`src/design/serial_pkg.sv`:
```
/*
  Shared constants and types for the break, wake-up and synchronous
  host serial block. Assumes an 8-bit register port with word indices.
*/
package serial_pkg;

  // ==========================================================
  // register indices
  localparam logic [3:0] REG_TX_CTL   = 4'h0;
  localparam logic [3:0] REG_RX_CTL   = 4'h1;
  localparam logic [3:0] REG_RATE_CTL = 4'h2;
  localparam logic [3:0] REG_TX_DATA  = 4'h3;
  localparam logic [3:0] REG_RX_DATA  = 4'h4;
  localparam logic [3:0] REG_BAUD_LO  = 4'h5;
  localparam logic [3:0] REG_BAUD_HI  = 4'h6;
  localparam logic [3:0] REG_FLAGS    = 4'h7;

  // ==========================================================
  // field positions
  localparam int TX_CLK_SRC_BIT = 7;
  localparam int TX_EN_BIT      = 5;
  localparam int TX_SYNC_BIT    = 4;
  localparam int TX_BREAK_BIT   = 3;
  localparam int TX_EMPTY_BIT   = 1;
  localparam int RX_PORT_EN_BIT = 7;
  localparam int RX_SINGLE_BIT  = 5;
  localparam int RX_CONT_BIT    = 4;
  localparam int RX_FRAMING_ERROR_FLAG_BIT    = 2;
  localparam int RT_IDLE_BIT    = 6;
  localparam int RT_DPOL_BIT    = 5;
  localparam int RT_CPOL_BIT    = 4;
  localparam int RT_WAKE_BIT    = 1;
  localparam int FL_RX_BIT      = 5;
  localparam int FL_TX_BIT      = 4;
  localparam int FL_CLKPIN_BIT  = 0;

  // ==========================================================
  // reset values and counts
  localparam logic [15:0] BAUD_DIV_RESET = 16'h0019;
  localparam logic [3:0]  DATA_LAST      = 4'h7;
  localparam logic [3:0]  BREAK_LAST     = 4'hB;

  // ==========================================================
  // states and pin carrier
  typedef enum logic [1:0] {TX_IDLE, TX_START, TX_DATA, TX_STOP} tx_state_t;
  typedef enum logic [1:0] {RX_IDLE, RX_START, RX_DATA, RX_STOP} rx_state_t;
  typedef enum logic {S_IDLE, S_RUN} sync_state_t;

  typedef struct packed {
    logic level;
    logic oe_n;
  } pin_drive_t;

endpackage : serial_pkg

```
`src/design/serial_break_wake_and_sync_host.sv`:
```
/*
  Serial port core: asynchronous transmit with break characters,
  asynchronous receive with wake-on-activity, and synchronous host
  transmit and receive with generated shift clock.
  Assumes pins arrive unsynchronised and a tristate resolver outside.
*/
// Design decisions made here: the plain strobed port and the register offsets.
`timescale 1ns/100ps
`default_nettype none

// Behaviour
// [RQ1] wake enabled: reception held idle, falling wakes
// [RQ2] nonzero char: first low interval wakes
// [RQ3] far sender starts with long zero character
// [RQ4] wake sets receive flag; rising edge clears wake
// [RQ5] receive data read clears receive flag
// [RQ6] software checks receiver idle before wake
// [RQ7] break: start, twelve zeros, stop
// [RQ8] data write with send-break sends zeros
// [RQ9] send-break self clears after break stop
// [RQ10] shift empty status covers break too
// [RQ11] host writes dummy then sync byte
// [RQ12] transmit empty flag when holding drains
// [RQ13] break received: flag, framing error, zero
// [RQ14] wake: edges flag, then next byte flags
// [RQ15] synchronous: no start/stop, half duplex
// [RQ16] host needs sync, source, port enables
// [RQ17] host drives clock pin automatically
// [RQ18] one clock per data bit only
// [RQ19] clock polarity picks idle level, edges
// [RQ20] holding waits while shifter busy
// [RQ21] data changes on leading edge, pin driven
// [RQ22] data polarity inverts both directions
module serial_break_wake_and_sync_host (
  // clock, reset, enable
  input  wire logic                 clk_sys,
  input  wire logic                 srst,
  input  wire logic                 ce,
  // register port
  input  wire logic [3:0]           reg_addr,
  input  wire logic [7:0]           reg_wdata,
  input  wire logic                 reg_wr,
  input  wire logic                 reg_rd,
  output var  logic [7:0]           reg_rdata,
  // receive_or_data_pin
  input  wire logic                 receive_or_data_pin_in,
  output var  serial_pkg::pin_drive_t receive_or_data_pin,
  // transmit_or_clock_pin
  input  wire logic                 transmit_or_clock_pin_in,
  output var  serial_pkg::pin_drive_t transmit_or_clock_pin,
  // flags
  output var  logic                 receive_interrupt_flag,
  output var  logic                 transmit_buffer_empty_flag
);

  // ==========================================================
  // declarations
  logic        clock_source_select, transmit_enable, sync_mode;
  logic        send_break_control, port_enable, single_receive_enable;
  logic        continuous_receive_enable, data_polarity_select;
  logic        clock_polarity_select, wake_on_activity_enable;
  logic [15:0] baud_div, baud_cnt, rx_cnt;
  logic        rx_meta, rx_sync, rx_prev, ck_meta, ck_sync;
  logic        rx_lvl, rx_fall, rx_rise;
  logic        shift_register_empty, receiver_idle_status;
  logic        framing_error_flag;
  logic [7:0]  hold_data, tx_shift, s_shift, rx_shift, rx_data;
  logic        hold_brk, tx_brk, tx_line, sclk, sdat, s_phase, s_rx;
  logic [3:0]  tx_bit;
  logic [2:0]  s_bit, rx_bit;
  serial_pkg::tx_state_t   tx_state;
  serial_pkg::rx_state_t   rx_state;
  serial_pkg::sync_state_t s_state;
  logic        tick, sync_host, rx_mode, load, brk_pending, brk_done;
  logic        s_done, a_done, rx_on, restart;

  // ==========================================================
  // pin synchronisers; first stage read only by second
  always_ff @(posedge clk_sys) begin
    if (srst) begin
      rx_meta <= 1'b1;
      rx_sync <= 1'b1;
      ck_meta <= 1'b0;
      ck_sync <= 1'b0;
      rx_prev <= 1'b1;
    end else if (ce) begin
      rx_meta <= receive_or_data_pin_in;
      rx_sync <= rx_meta;
      ck_meta <= transmit_or_clock_pin_in;
      ck_sync <= ck_meta;
      rx_prev <= rx_lvl;
    end
  end

  // line level after polarity, and its edges
  assign rx_lvl  = rx_sync ^ data_polarity_select; // RQ22
  assign rx_fall = ce && rx_prev && !rx_lvl;
  assign rx_rise = ce && !rx_prev && rx_lvl;

  // ==========================================================
  // mode decode and transfer triggers
  assign sync_host = port_enable && sync_mode && clock_source_select; // RQ16
  assign rx_mode   = single_receive_enable || continuous_receive_enable;
  assign tick      = ce && (baud_cnt == 16'h0000);
  assign brk_pending = (tx_state != serial_pkg::TX_IDLE && tx_brk) ||
                       (!transmit_buffer_empty_flag && hold_brk);
  // holding moves only when the async transmit and sync shifters are free
  assign load = ce && !transmit_buffer_empty_flag && transmit_enable && port_enable &&
                tx_state == serial_pkg::TX_IDLE && s_state == serial_pkg::S_IDLE &&
                (sync_mode ? (sync_host && !rx_mode) : 1'b1); // RQ20
  assign restart  = load || (ce && s_state == serial_pkg::S_IDLE && sync_host && rx_mode);
  assign brk_done = tick && tx_state == serial_pkg::TX_STOP && tx_brk;
  assign s_done   = tick && s_state == serial_pkg::S_RUN && s_phase && s_bit == 3'h7;
  assign rx_on    = port_enable && !sync_mode && continuous_receive_enable &&
                    !wake_on_activity_enable; // RQ1
  assign a_done   = ce && rx_state == serial_pkg::RX_STOP && rx_cnt == 16'h0000;

  // ==========================================================
  // baud generator; restarted so the first bit is whole
  always_ff @(posedge clk_sys) begin
    if (srst) begin
      baud_cnt <= serial_pkg::BAUD_DIV_RESET;
    end else if (ce) begin
      if (restart || baud_cnt == 16'h0000) begin
        baud_cnt <= baud_div;
      end else begin
        baud_cnt <= baud_cnt - 16'h0001;
      end
    end
  end

  // ==========================================================
  // control registers; software write lands after hardware clears
  always_ff @(posedge clk_sys) begin
    if (srst) begin
      clock_source_select       <= 1'b0;
      transmit_enable           <= 1'b0;
      sync_mode                 <= 1'b0;
      send_break_control        <= 1'b0;
      port_enable               <= 1'b0;
      single_receive_enable     <= 1'b0;
      continuous_receive_enable <= 1'b0;
      data_polarity_select      <= 1'b0; // RQ22
      clock_polarity_select     <= 1'b0;
      wake_on_activity_enable   <= 1'b0;
      baud_div                  <= serial_pkg::BAUD_DIV_RESET;
    end else if (ce) begin
      if (brk_done) begin
        send_break_control <= 1'b0; // RQ9
      end
      if (s_done && s_rx) begin
        single_receive_enable <= 1'b0;
      end
      if (wake_on_activity_enable && rx_rise) begin
        wake_on_activity_enable <= 1'b0; // RQ4
      end
      if (reg_wr) begin
        case (reg_addr)
          serial_pkg::REG_TX_CTL: begin
            clock_source_select <= reg_wdata[serial_pkg::TX_CLK_SRC_BIT];
            transmit_enable     <= reg_wdata[serial_pkg::TX_EN_BIT];
            sync_mode           <= reg_wdata[serial_pkg::TX_SYNC_BIT];
            send_break_control  <= reg_wdata[serial_pkg::TX_BREAK_BIT];
          end
          serial_pkg::REG_RX_CTL: begin
            port_enable               <= reg_wdata[serial_pkg::RX_PORT_EN_BIT];
            single_receive_enable     <= reg_wdata[serial_pkg::RX_SINGLE_BIT];
            continuous_receive_enable <= reg_wdata[serial_pkg::RX_CONT_BIT];
          end
          serial_pkg::REG_RATE_CTL: begin
            data_polarity_select    <= reg_wdata[serial_pkg::RT_DPOL_BIT];
            clock_polarity_select   <= reg_wdata[serial_pkg::RT_CPOL_BIT];
            wake_on_activity_enable <= reg_wdata[serial_pkg::RT_WAKE_BIT];
          end
          serial_pkg::REG_BAUD_LO: baud_div[7:0] <= reg_wdata;
          serial_pkg::REG_BAUD_HI: baud_div[15:8] <= reg_wdata;
          default: ;
        endcase
      end
    end
  end

  // ==========================================================
  // holding register; a write while full is dropped unless a load happens that cycle
  always_ff @(posedge clk_sys) begin
    if (srst) begin
      transmit_buffer_empty_flag <= 1'b1;
      hold_data                  <= 8'h00;
      hold_brk                   <= 1'b0;
    end else if (ce) begin
      if (load) begin
        transmit_buffer_empty_flag <= 1'b1; // RQ12
      end
      if (reg_wr && reg_addr == serial_pkg::REG_TX_DATA &&
          (transmit_buffer_empty_flag || load)) begin
        hold_data                  <= reg_wdata;
        // only the first write after send-break becomes the break
        hold_brk                   <= send_break_control && transmit_enable &&
                                      !brk_pending; // RQ8
        transmit_buffer_empty_flag <= 1'b0;
      end
    end
  end

  // ==========================================================
  // asynchronous transmitter with break characters
  always_ff @(posedge clk_sys) begin
    if (srst) begin
      tx_state <= serial_pkg::TX_IDLE;
      tx_shift <= 8'h00;
      tx_brk   <= 1'b0;
      tx_bit   <= 4'h0;
      tx_line  <= 1'b1;
    end else if (ce) begin
      case (tx_state)
        serial_pkg::TX_IDLE: begin
          tx_line <= 1'b1;
          if (load && !sync_mode) begin
            tx_shift <= hold_brk ? 8'h00 : hold_data; // RQ8
            tx_brk   <= hold_brk;
            tx_line  <= 1'b0;
            tx_state <= serial_pkg::TX_START;
          end
        end
        serial_pkg::TX_START: if (tick) begin
          tx_bit   <= 4'h0;
          tx_line  <= tx_shift[0] && !tx_brk;
          tx_state <= serial_pkg::TX_DATA;
        end
        serial_pkg::TX_DATA: if (tick) begin
          // break runs twelve zero bits instead of eight
          if (tx_bit == (tx_brk ? serial_pkg::BREAK_LAST : serial_pkg::DATA_LAST)) begin // RQ7
            tx_line  <= 1'b1;
            tx_state <= serial_pkg::TX_STOP;
          end else begin
            tx_bit   <= tx_bit + 4'h1;
            tx_shift <= {1'b0, tx_shift[7:1]};
            tx_line  <= tx_shift[1] && !tx_brk;
          end
        end
        serial_pkg::TX_STOP: if (tick) begin
          tx_state <= serial_pkg::TX_IDLE;
        end
        default: tx_state <= serial_pkg::TX_IDLE;
      endcase
    end
  end

  // ==========================================================
  // synchronous host engine: two ticks per bit, no framing bits
  always_ff @(posedge clk_sys) begin
    if (srst) begin
      s_state <= serial_pkg::S_IDLE;
      s_phase <= 1'b0;
      s_bit   <= 3'h0;
      s_shift <= 8'h00;
      s_rx    <= 1'b0;
      sclk    <= 1'b0;
      sdat    <= 1'b0;
    end else if (ce) begin
      case (s_state)
        serial_pkg::S_IDLE: begin
          sclk    <= clock_polarity_select; // RQ19
          s_phase <= 1'b0;
          s_bit   <= 3'h0;
          if (load && sync_mode) begin
            s_shift <= hold_data; // RQ15
            s_rx    <= 1'b0;
            s_state <= serial_pkg::S_RUN;
          end else if (sync_host && rx_mode) begin
            s_rx    <= 1'b1;
            s_state <= serial_pkg::S_RUN;
          end
        end
        serial_pkg::S_RUN: begin
          // dropping receive mid character stops clock, discards bits
          if (!sync_host || (s_rx && !rx_mode)) begin
            sclk    <= clock_polarity_select;
            s_state <= serial_pkg::S_IDLE;
          end else if (tick && !s_phase) begin
            sclk    <= !clock_polarity_select; // RQ18
            s_phase <= 1'b1;
            if (!s_rx) begin
              sdat <= s_shift[0]; // RQ21
            end
          end else if (tick) begin
            sclk    <= clock_polarity_select; // RQ19
            s_phase <= 1'b0;
            s_shift <= s_rx ? {rx_lvl, s_shift[7:1]} : {1'b0, s_shift[7:1]};
            s_bit   <= s_bit + 3'h1;
            if (s_bit == 3'h7) begin
              s_state <= (s_rx && continuous_receive_enable) ? serial_pkg::S_RUN
                                                             : serial_pkg::S_IDLE;
            end
          end
        end
        default: s_state <= serial_pkg::S_IDLE;
      endcase
    end
  end

  // ==========================================================
  // asynchronous receiver, sampling mid bit
  always_ff @(posedge clk_sys) begin
    if (srst) begin
      rx_state <= serial_pkg::RX_IDLE;
      rx_cnt   <= 16'h0000;
      rx_bit   <= 3'h0;
      rx_shift <= 8'h00;
    end else if (ce) begin
      if (!rx_on) begin
        rx_state <= serial_pkg::RX_IDLE; // RQ1
      end else if (rx_state == serial_pkg::RX_IDLE) begin
        if (rx_fall) begin
          rx_cnt   <= {1'b0, baud_div[15:1]};
          rx_state <= serial_pkg::RX_START;
        end
      end else if (rx_cnt != 16'h0000) begin
        rx_cnt <= rx_cnt - 16'h0001;
      end else begin
        rx_cnt <= baud_div;
        case (rx_state)
          serial_pkg::RX_START: begin
            rx_bit   <= 3'h0;
            rx_state <= rx_lvl ? serial_pkg::RX_IDLE : serial_pkg::RX_DATA;
          end
          serial_pkg::RX_DATA: begin
            rx_shift <= {rx_lvl, rx_shift[7:1]};
            rx_bit   <= rx_bit + 3'h1;
            if (rx_bit == 3'h7) begin
              rx_state <= serial_pkg::RX_STOP;
            end
          end
          default: rx_state <= serial_pkg::RX_IDLE;
        endcase
      end
    end
  end

  // ==========================================================
  // receive results; a set in the read cycle wins over the clear
  always_ff @(posedge clk_sys) begin
    if (srst) begin
      rx_data                <= 8'h00;
      framing_error_flag     <= 1'b0;
      receive_interrupt_flag <= 1'b0;
    end else if (ce) begin
      if (reg_rd && reg_addr == serial_pkg::REG_RX_DATA) begin
        receive_interrupt_flag <= 1'b0; // RQ5
      end
      if (a_done) begin
        rx_data                <= rx_shift;
        framing_error_flag     <= !rx_lvl; // RQ13
        receive_interrupt_flag <= 1'b1; // RQ14
      end
      if (s_done && s_rx) begin
        rx_data                <= {rx_lvl, s_shift[7:1]};
        framing_error_flag     <= 1'b0;
        receive_interrupt_flag <= 1'b1;
      end
      if (wake_on_activity_enable && rx_fall) begin
        receive_interrupt_flag <= 1'b1; // RQ2
      end
    end
  end

  // ==========================================================
  // status, one cycle behind the engines
  always_ff @(posedge clk_sys) begin
    if (srst) begin
      shift_register_empty <= 1'b1;
      receiver_idle_status <= 1'b1;
    end else if (ce) begin
      shift_register_empty <= tx_state == serial_pkg::TX_IDLE &&
                              !(s_state == serial_pkg::S_RUN && !s_rx); // RQ10
      receiver_idle_status <= rx_state == serial_pkg::RX_IDLE &&
                              !(s_state == serial_pkg::S_RUN && s_rx);
    end
  end

  // ==========================================================
  // pin drivers; enable is active low
  always_ff @(posedge clk_sys) begin
    if (srst) begin
      receive_or_data_pin   <= '{level: 1'b1, oe_n: 1'b1};
      transmit_or_clock_pin <= '{level: 1'b1, oe_n: 1'b1};
    end else if (ce) begin
      receive_or_data_pin.level <= sdat ^ data_polarity_select; // RQ22
      receive_or_data_pin.oe_n  <= !(sync_host && !rx_mode); // RQ21
      transmit_or_clock_pin.level <= sync_mode ? sclk : (tx_line ^ data_polarity_select);
      transmit_or_clock_pin.oe_n  <= !(port_enable &&
                                       (sync_mode ? clock_source_select : transmit_enable)); // RQ17
    end
  end

  // ==========================================================
  // register read, data one cycle after strobe
  always_ff @(posedge clk_sys) begin
    if (srst) begin
      reg_rdata <= 8'h00;
    end else if (ce) begin
      reg_rdata <= 8'h00;
      if (reg_rd) begin
        case (reg_addr)
          serial_pkg::REG_TX_CTL: begin
            reg_rdata[serial_pkg::TX_CLK_SRC_BIT] <= clock_source_select;
            reg_rdata[serial_pkg::TX_EN_BIT]      <= transmit_enable;
            reg_rdata[serial_pkg::TX_SYNC_BIT]    <= sync_mode;
            reg_rdata[serial_pkg::TX_BREAK_BIT]   <= send_break_control;
            reg_rdata[serial_pkg::TX_EMPTY_BIT]   <= shift_register_empty;
          end
          serial_pkg::REG_RX_CTL: begin
            reg_rdata[serial_pkg::RX_PORT_EN_BIT] <= port_enable;
            reg_rdata[serial_pkg::RX_SINGLE_BIT]  <= single_receive_enable;
            reg_rdata[serial_pkg::RX_CONT_BIT]    <= continuous_receive_enable;
            reg_rdata[serial_pkg::RX_FRAMING_ERROR_FLAG_BIT]    <= framing_error_flag;
          end
          serial_pkg::REG_RATE_CTL: begin
            reg_rdata[serial_pkg::RT_IDLE_BIT] <= receiver_idle_status; // RQ6
            reg_rdata[serial_pkg::RT_DPOL_BIT] <= data_polarity_select;
            reg_rdata[serial_pkg::RT_CPOL_BIT] <= clock_polarity_select;
            reg_rdata[serial_pkg::RT_WAKE_BIT] <= wake_on_activity_enable;
          end
          serial_pkg::REG_RX_DATA: reg_rdata <= rx_data;
          serial_pkg::REG_BAUD_LO: reg_rdata <= baud_div[7:0];
          serial_pkg::REG_BAUD_HI: reg_rdata <= baud_div[15:8];
          serial_pkg::REG_FLAGS: begin
            reg_rdata[serial_pkg::FL_RX_BIT]     <= receive_interrupt_flag;
            reg_rdata[serial_pkg::FL_TX_BIT]     <= transmit_buffer_empty_flag;
            reg_rdata[serial_pkg::FL_CLKPIN_BIT] <= ck_sync;
          end
          default: reg_rdata <= 8'h00;
        endcase
      end
    end
  end
endmodule : serial_break_wake_and_sync_host

`default_nettype wire

```
`config.mk`:
```
export PLATFORM = sky130hd
export DESIGN_NAME = serial_break_wake_and_sync_host
export DESIGN_NICKNAME = d
export VERILOG_FILES = /design/src/design/serial_pkg.sv /design/src/design/serial_break_wake_and_sync_host.sv
export SDC_FILE = /design/constraint.sdc
export NUM_CORES = 1
export LEC_CHECK = 0
export BUFFER_PORTS_ARGS = -buffer_cell sky130_fd_sc_hd__buf_2
export CORE_MARGIN = 3
export CORE_UTILIZATION = 55
export CTS_CLUSTER_DIAMETER = 150
export DETAILED_ROUTE_END_ITERATION = 12
export HOLD_SLACK_MARGIN = 0.12
export PLACE_DENSITY = 0.69
export SYNTH_ARGS = -nofsm -noshare
export SYNTH_HDL_FRONTEND = slang
export SYNTH_SLANG_ARGS = --single-unit
```
`constraint.sdc`:
```
create_clock -name clk_sys -period 5.35 [get_ports clk_sys]
set_clock_uncertainty 0.15 [all_clocks]
set_input_delay 0.2675 -clock clk_sys [delete_from_list [all_inputs] [get_ports clk_sys]]
set_output_delay 0.2675 -clock clk_sys [all_outputs]
set_load 0.1 [all_outputs]
```
=== Word-level counts from Yosys, hierarchy flattened ===
Cells that the tools add are included.

* Register bits after elaboration: 142
* Bits in latches: 0
* RAM bits: 0
* ROM bits: 0
* Output and inout port bits: 14
* Word-level logic and storage cells: 294
* Memories kept: 0

* Add/sub/neg operators: 5
* Multipliers: 0
* Divide/modulo/power cells: 0
* Order comparisons: 0
* Eq/ne operators: 32
* Shift-type cells: 0
* Multiplexer cells: 91
* Bitwise gates (word level): 8
* Reductions and logical operators: 111

{| class="wikitable"
|+ Operators with widths
! cell !! number
|-
| $mux W8 || 12
|-
| $mux W16 || 4
|-
| $logic_and A1 B1 Y1 || 50
|-
| $mux W1 || 39
|-
| $logic_not A16 Y1 || 2
|-
| $pmux W8 S2 || 2
|-
| $sub A16 B1 Y16 const B || 2
|-
| $reduce_and A5 Y1 || 6
|-
| $reduce_and A3 Y1 || 9
|-
| $mux W2 || 11
|-
| $ne A2 B2 Y1 const B || 9
|-
| $eq A4 B3 Y1 const B || 4
|-
| $logic_not A1 Y1 || 16
|-
| $mux W4 || 4
|-
| $pmux W1 S4 || 4
|-
| $reduce_bool A16 Y1 || 1
|-
| $pmux W2 S7 || 1
|-
| $reduce_bool A2 Y1 || 7
|-
| $pmux W3 S2 || 2
|-
| $reduce_and A4 Y1 || 3
|-
| $pmux W1 S5 || 2
|-
| $reduce_and A2 Y1 || 5
|-
| $mux W3 || 3
|-
| $eq A2 B2 Y1 const B || 4
|-
| other kinds (25) || 45
|}

=== Depth between registers and ports, before layout ===
* Depth after elaboration: 11
* Gate-level depth with buffers: 9

=== Worst setup path before layout ===
No wires, ideal clock.

* Path kind: flip-flop to flip-flop
* Start: register transmit_buffer_empty_flag
* End: register baud_cnt[4]
* Setup time: 0.129 ns
* Arrival: 2.653 ns
* Required time: 5.071 ns
* Path slack: 2.419 ns
* Stages on the path, launching flop included: 8
* Buffers on the path: 2
* Cells stage by stage: dfxtp_1 > nand3b_1 > a221oi_1 > clkbuf_1 > nor2_1 > clkbuf_1 > mux2i_1 > a22oi_1

* Word-level cells in the longest chain between the ends: 10

{| class="wikitable"
|+ Ends and longest elaborated chain
! what !! RTL line !! RTL
|-
| start: declaration || serial_break_wake_and_sync_host.sv:53 || <nowiki>output var logic transmit_buffer_empty_flag</nowiki>
|-
| start signal: assignment || serial_break_wake_and_sync_host.sv:187 || <nowiki>transmit_buffer_empty_flag <= 1'b1;</nowiki>
|-
| start signal: assignment || serial_break_wake_and_sync_host.sv:192 || <nowiki>transmit_buffer_empty_flag <= 1'b1;</nowiki>
|-
| start signal: assignment || serial_break_wake_and_sync_host.sv:200 || <nowiki>transmit_buffer_empty_flag <= 1'b0;</nowiki>
|-
| $logic_not A1 Y1 || serial_break_wake_and_sync_host.sv:108 || <nowiki>assign load = ce && !transmit_buffer_empty_flag && transmit_enable && port_enable &&</nowiki>
|-
| $logic_and A1 B1 Y1 (4 in series) || serial_break_wake_and_sync_host.sv:108 ||
|-
| $logic_and A1 B1 Y1 (2 in series) || serial_break_wake_and_sync_host.sv:109 || <nowiki>tx_state == serial_pkg::TX_IDLE && s_state == serial_pkg::S_IDLE &&</nowiki>
|-
| $logic_or A1 B1 Y1 || serial_break_wake_and_sync_host.sv:111 || <nowiki>assign restart = load || (ce && s_state == serial_pkg::S_IDLE && sync_host && rx_mode);</nowiki>
|-
| $logic_or A1 B1 Y1 || serial_break_wake_and_sync_host.sv:124 || <nowiki>if (restart || baud_cnt == 16'h0000) begin</nowiki>
|-
| $mux W16 || serial_break_wake_and_sync_host.sv:124 ||
|-
| end signal: assignment || serial_break_wake_and_sync_host.sv:122 || <nowiki>baud_cnt <= serial_pkg::BAUD_DIV_RESET;</nowiki>
|-
| end signal: assignment || serial_break_wake_and_sync_host.sv:125 || <nowiki>baud_cnt <= baud_div;</nowiki>
|-
| end signal: assignment || serial_break_wake_and_sync_host.sv:127 || <nowiki>baud_cnt <= baud_cnt - 16'h0001;</nowiki>
|-
| end: declaration || serial_break_wake_and_sync_host.sv:62 || <nowiki>logic [15:0] baud_div, baud_cnt, rx_cnt;</nowiki>
|}

No other way between the ends.
A chain may end at the register's enable or synchronous reset.

=== Final worst setup path ===
* Start: register baud_cnt[0]
* End: register s_shift[3]

* Word-level cells in the longest chain between the ends: 5
* Elaborated cells on any way between the ends: 6

{| class="wikitable"
|+ Ends and longest elaborated chain
! what !! RTL line !! RTL
|-
| $logic_not A16 Y1 * || serial_break_wake_and_sync_host.sv:104 || <nowiki>assign tick = ce && (baud_cnt == 16'h0000);</nowiki>
|-
| $logic_and A1 B1 Y1 * || serial_break_wake_and_sync_host.sv:104 ||
|-
| $logic_and A1 B1 Y1 || serial_break_wake_and_sync_host.sv:280 || <nowiki>end else if (tick && !s_phase) begin</nowiki>
|-
| $ne A2 B2 Y1 (no line) || -- ||
|-
| $reduce_and A5 Y1 (no line) * || -- ||
|-
| end signal: assignment || serial_break_wake_and_sync_host.sv:267 || <nowiki>s_shift <= hold_data;</nowiki>
|-
| end signal: assignment || serial_break_wake_and_sync_host.sv:289 || <nowiki>s_shift <= s_rx ? {rx_lvl, s_shift[7:1]} : {1'b0, s_shift[7:1]};</nowiki>
|-
| end: declaration || serial_break_wake_and_sync_host.sv:67 || <nowiki>logic [7:0] hold_data, tx_shift, s_shift, rx_shift, rx_data;</nowiki>
|}

Mark *: on every way between the ends. The rest lies on a longest branch, timed or not.

==> impl_metrics.ini <==
[outcome]
status = completed

[cells_and_area]
antennaDiodeCount = 0
final_common_cell = dfxtp_1
mostFrequentLayoutCells = dfxtp_1, nor2_1, nand2_1, a21oi_1, mux2i_1
design_area_um2 = 8670
drive_above_1_share = 0.111
fin_cells = 1145
n_fill_cell = 1178
nets = 994
area_growth_pct = 11.9

[logic_synthesis]
synth_top_area_share = 0.367
synthCells = 948
synthDistinctLibCells = 69
yosysWarnings = 0
ys.flop_type = dfxtp_1
async_reset_ff_frac = 0
synth_area_leaders = dfxtp_1, mux2i_1, a21oi_1
synth_enable_flop_cells = 0
synth_area_um2 = 7740
syn_avg_cell_area_um2 = 8.17
syn-num-nets = 986
seq_area_frac_synth = 0.367
synth.largest_area_cell = dfxtp_1
synth_seq_cells = 142

[floorplan]
pin_count = 33
die_w_um = 125
initial_core_util = 0.573
fp.coreArea_um2 = 13500
fp-row-count = 42
die_h_um = 125
die_area_um2 = 15500

[sta]
rsz0062_at_grt = no
maxSlewViolCount = 0
setup_tns_ps = 0
hold_violations = 0
fin_crit_sh = 0.625
slew_headroom = 0.251
max_freq_mhz = 299
hold_slack_ps = 147
worst_pin_slew_ps = 1120
fin_crit_ps = 3340
setup_viol = 0

[job]
maxCapViolations = 0

[cts]
clk_pin_slew_ps = 60
cts_buffers = 17
cts_tree = built
cts_resized = 0
clk_latency_ps = 440
clockRootBuffer = clkbuf_16
h-tree-depth = 4
post-cts-setup-buffers = 0
clock_sinks = 142
clockBufferDepth = 2

[global_routing]
grt_util_met1 = 0.367
grt_pass1_wl_um = 36000
grt_overflow = 0
grt_pass1_vias = 6992
grt_usage = 0.282
grtUsageMet3 = 0.0527
grt_use_met2 = 0.466
grt_max_degree = 105
antenna_found_initial = 0
busiest_layer = met2

[worst_hold_path]
hold_end = send_break_control
hold_path.class = input pin to flip-flop
min_from = reg_addr[3]
hold_depth = 4

[routing]
routed_wl_um = 22300
first_pass_iters = 6
drc = 0
wl_per_cell_um = 19.4
via_per_inst = 6.46
ant_nets = 0
vias = 7397
drt_iter0_drc = 801

[critical_path]
ff2ff_path_depth = 7
crit_arrival_ps = 3530
reg2reg_slack_ps = 2010
cp-end-kind = flip-flop
worstSetupPathType = flip-flop to flip-flop
cp_data_required_time_ps = 5540
r2r_end = s_shift[3]
cp-start-kind = flip-flop
r2r-start = baud_cnt[0]
cp_max_fo = 16

[placed_design]
place_congestion = 0.896
hpwl_um = 15100
dpl-instance-area_um2 = 7970
io_buffers = 32
dp.cells = 1100

[power_and_ir_drop]
power_mw = 2.37
powerDensity_nw_per_um2 = 273
vdd_drop_max_uv = 231
power.leakage_nw = 3.16
## state kept, by name, summed over array words and instances, names as in the netlist, 4 cells and up
| signal | cells |
|---|---|
| tx_bit | 4 |
| rx_data | 8 |
| hold_data | 8 |
| reg_rdata | 8 |
| rx_shift | 8 |
| baud_cnt | 16 |
| rx_cnt | 16 |
| baud_div | 16 |
| s_shift | 8 |
| tx_shift | 8 |
## critical path, stage by stage (launching register included)
cell,delay (ps)
dfxtp_1,340
inv_1,90
ha_1,160
or4b_2,650
or4_1,600
o41ai_4,880
nor2_1,100
a211oi_1,260
## power breakdown
group | internal [mW] | switching [mW]
Combinational | 0.0398 | 0.0837
Clock | 0.653 | 0.515
Sequential | 1.07 | 0.00959
## area by class of cell
| class | instances | area (µm²) | area share |
|---|---|---|---|
| timing repair buffer | 61 | 413 | 0.0476 |
| multi-input combinational | 707 | 4520 | 0.521 |
| clock buffer | 17 | 425 | 0.0491 |
| sequential | 142 | 2840 | 0.328 |
| clock inverter | 15 | 149 | 0.0172 |
| tap | 176 | 220 | 0.0254 |
| inverter | 27 | 101 | 0.0117 |
## worst max-delay path by stage
stage	endpoint	from	cells past startpoint	slack [ps]
2_1_floorplan	baud_cnt[4]	transmit_buffer_empty_flag	7	2420
3_3_place_gp	s_shift[5]	baud_cnt[0]	7	2190
3_5_place_dp	s_shift[3]	baud_cnt[0]	7	2040
4_1_cts	s_shift[3]	baud_cnt[0]	7	2030
5_1_grt	s_shift[0]	baud_cnt[0]	7	1840
6_report	s_shift[3]	baud_cnt[0]	7	2010
## synth_stat cells, drive strengths merged (7+ instances only)
cell type  instances
xnor2              7
dfxtp            142
nor2b              9
or2                8
a22oi             14
a211oi            19
a31oi             14
nor2              92
buf               17
o31ai              8
o32ai              7
mux2i             64
a21oi             77
nor3              24
clkbuf            55
o21ai             52
inv               25
nor3b              8
nand3             45
o211ai            15
nand4             10
ha                19
nor4               9
or4               12
or3               15
nand2             81
## routing by layer
| layer | vias up | part of all wire | routed length [µm] |
|---|---|---|---|
| li1 | 3511 | - | - |
| met1 | 3546 | 0.44 | 9850 |
| met2 | 298 | 0.47 | 10500 |
| met3 | 42 | 0.062 | 1370 |
| met4 | 0 | 0.023 | 505 |
| met5 | - | 0 | 0 |
## per-stage QoR
stage               setup WS [ps]  utilization
floorplan                    2420            -
detailed placement           2040        0.590
CTS                          2030        0.642
global placement             2190        0.590
global route                 1840        0.642
finish                       2010        0.642
## logic make-up after synthesis
kind of cell             synth area share
flip-flops                          0.367
AO/OA/AOI/OAI                       0.217
multiplexers                       0.0943
AND/OR/NAND/NOR                     0.227
buffers and inverters              0.0507
XOR/XNOR                           0.0124
adder cells (fa/ha/maj)            0.0307
## repair_timing
action / CTS / global route
endpoints found under the hold margin: 54 / 0
hold buffers: 13 / 0
setup endpoints to repair: 0 / 0
Note: power is estimated with default switching activity, not from simulation.
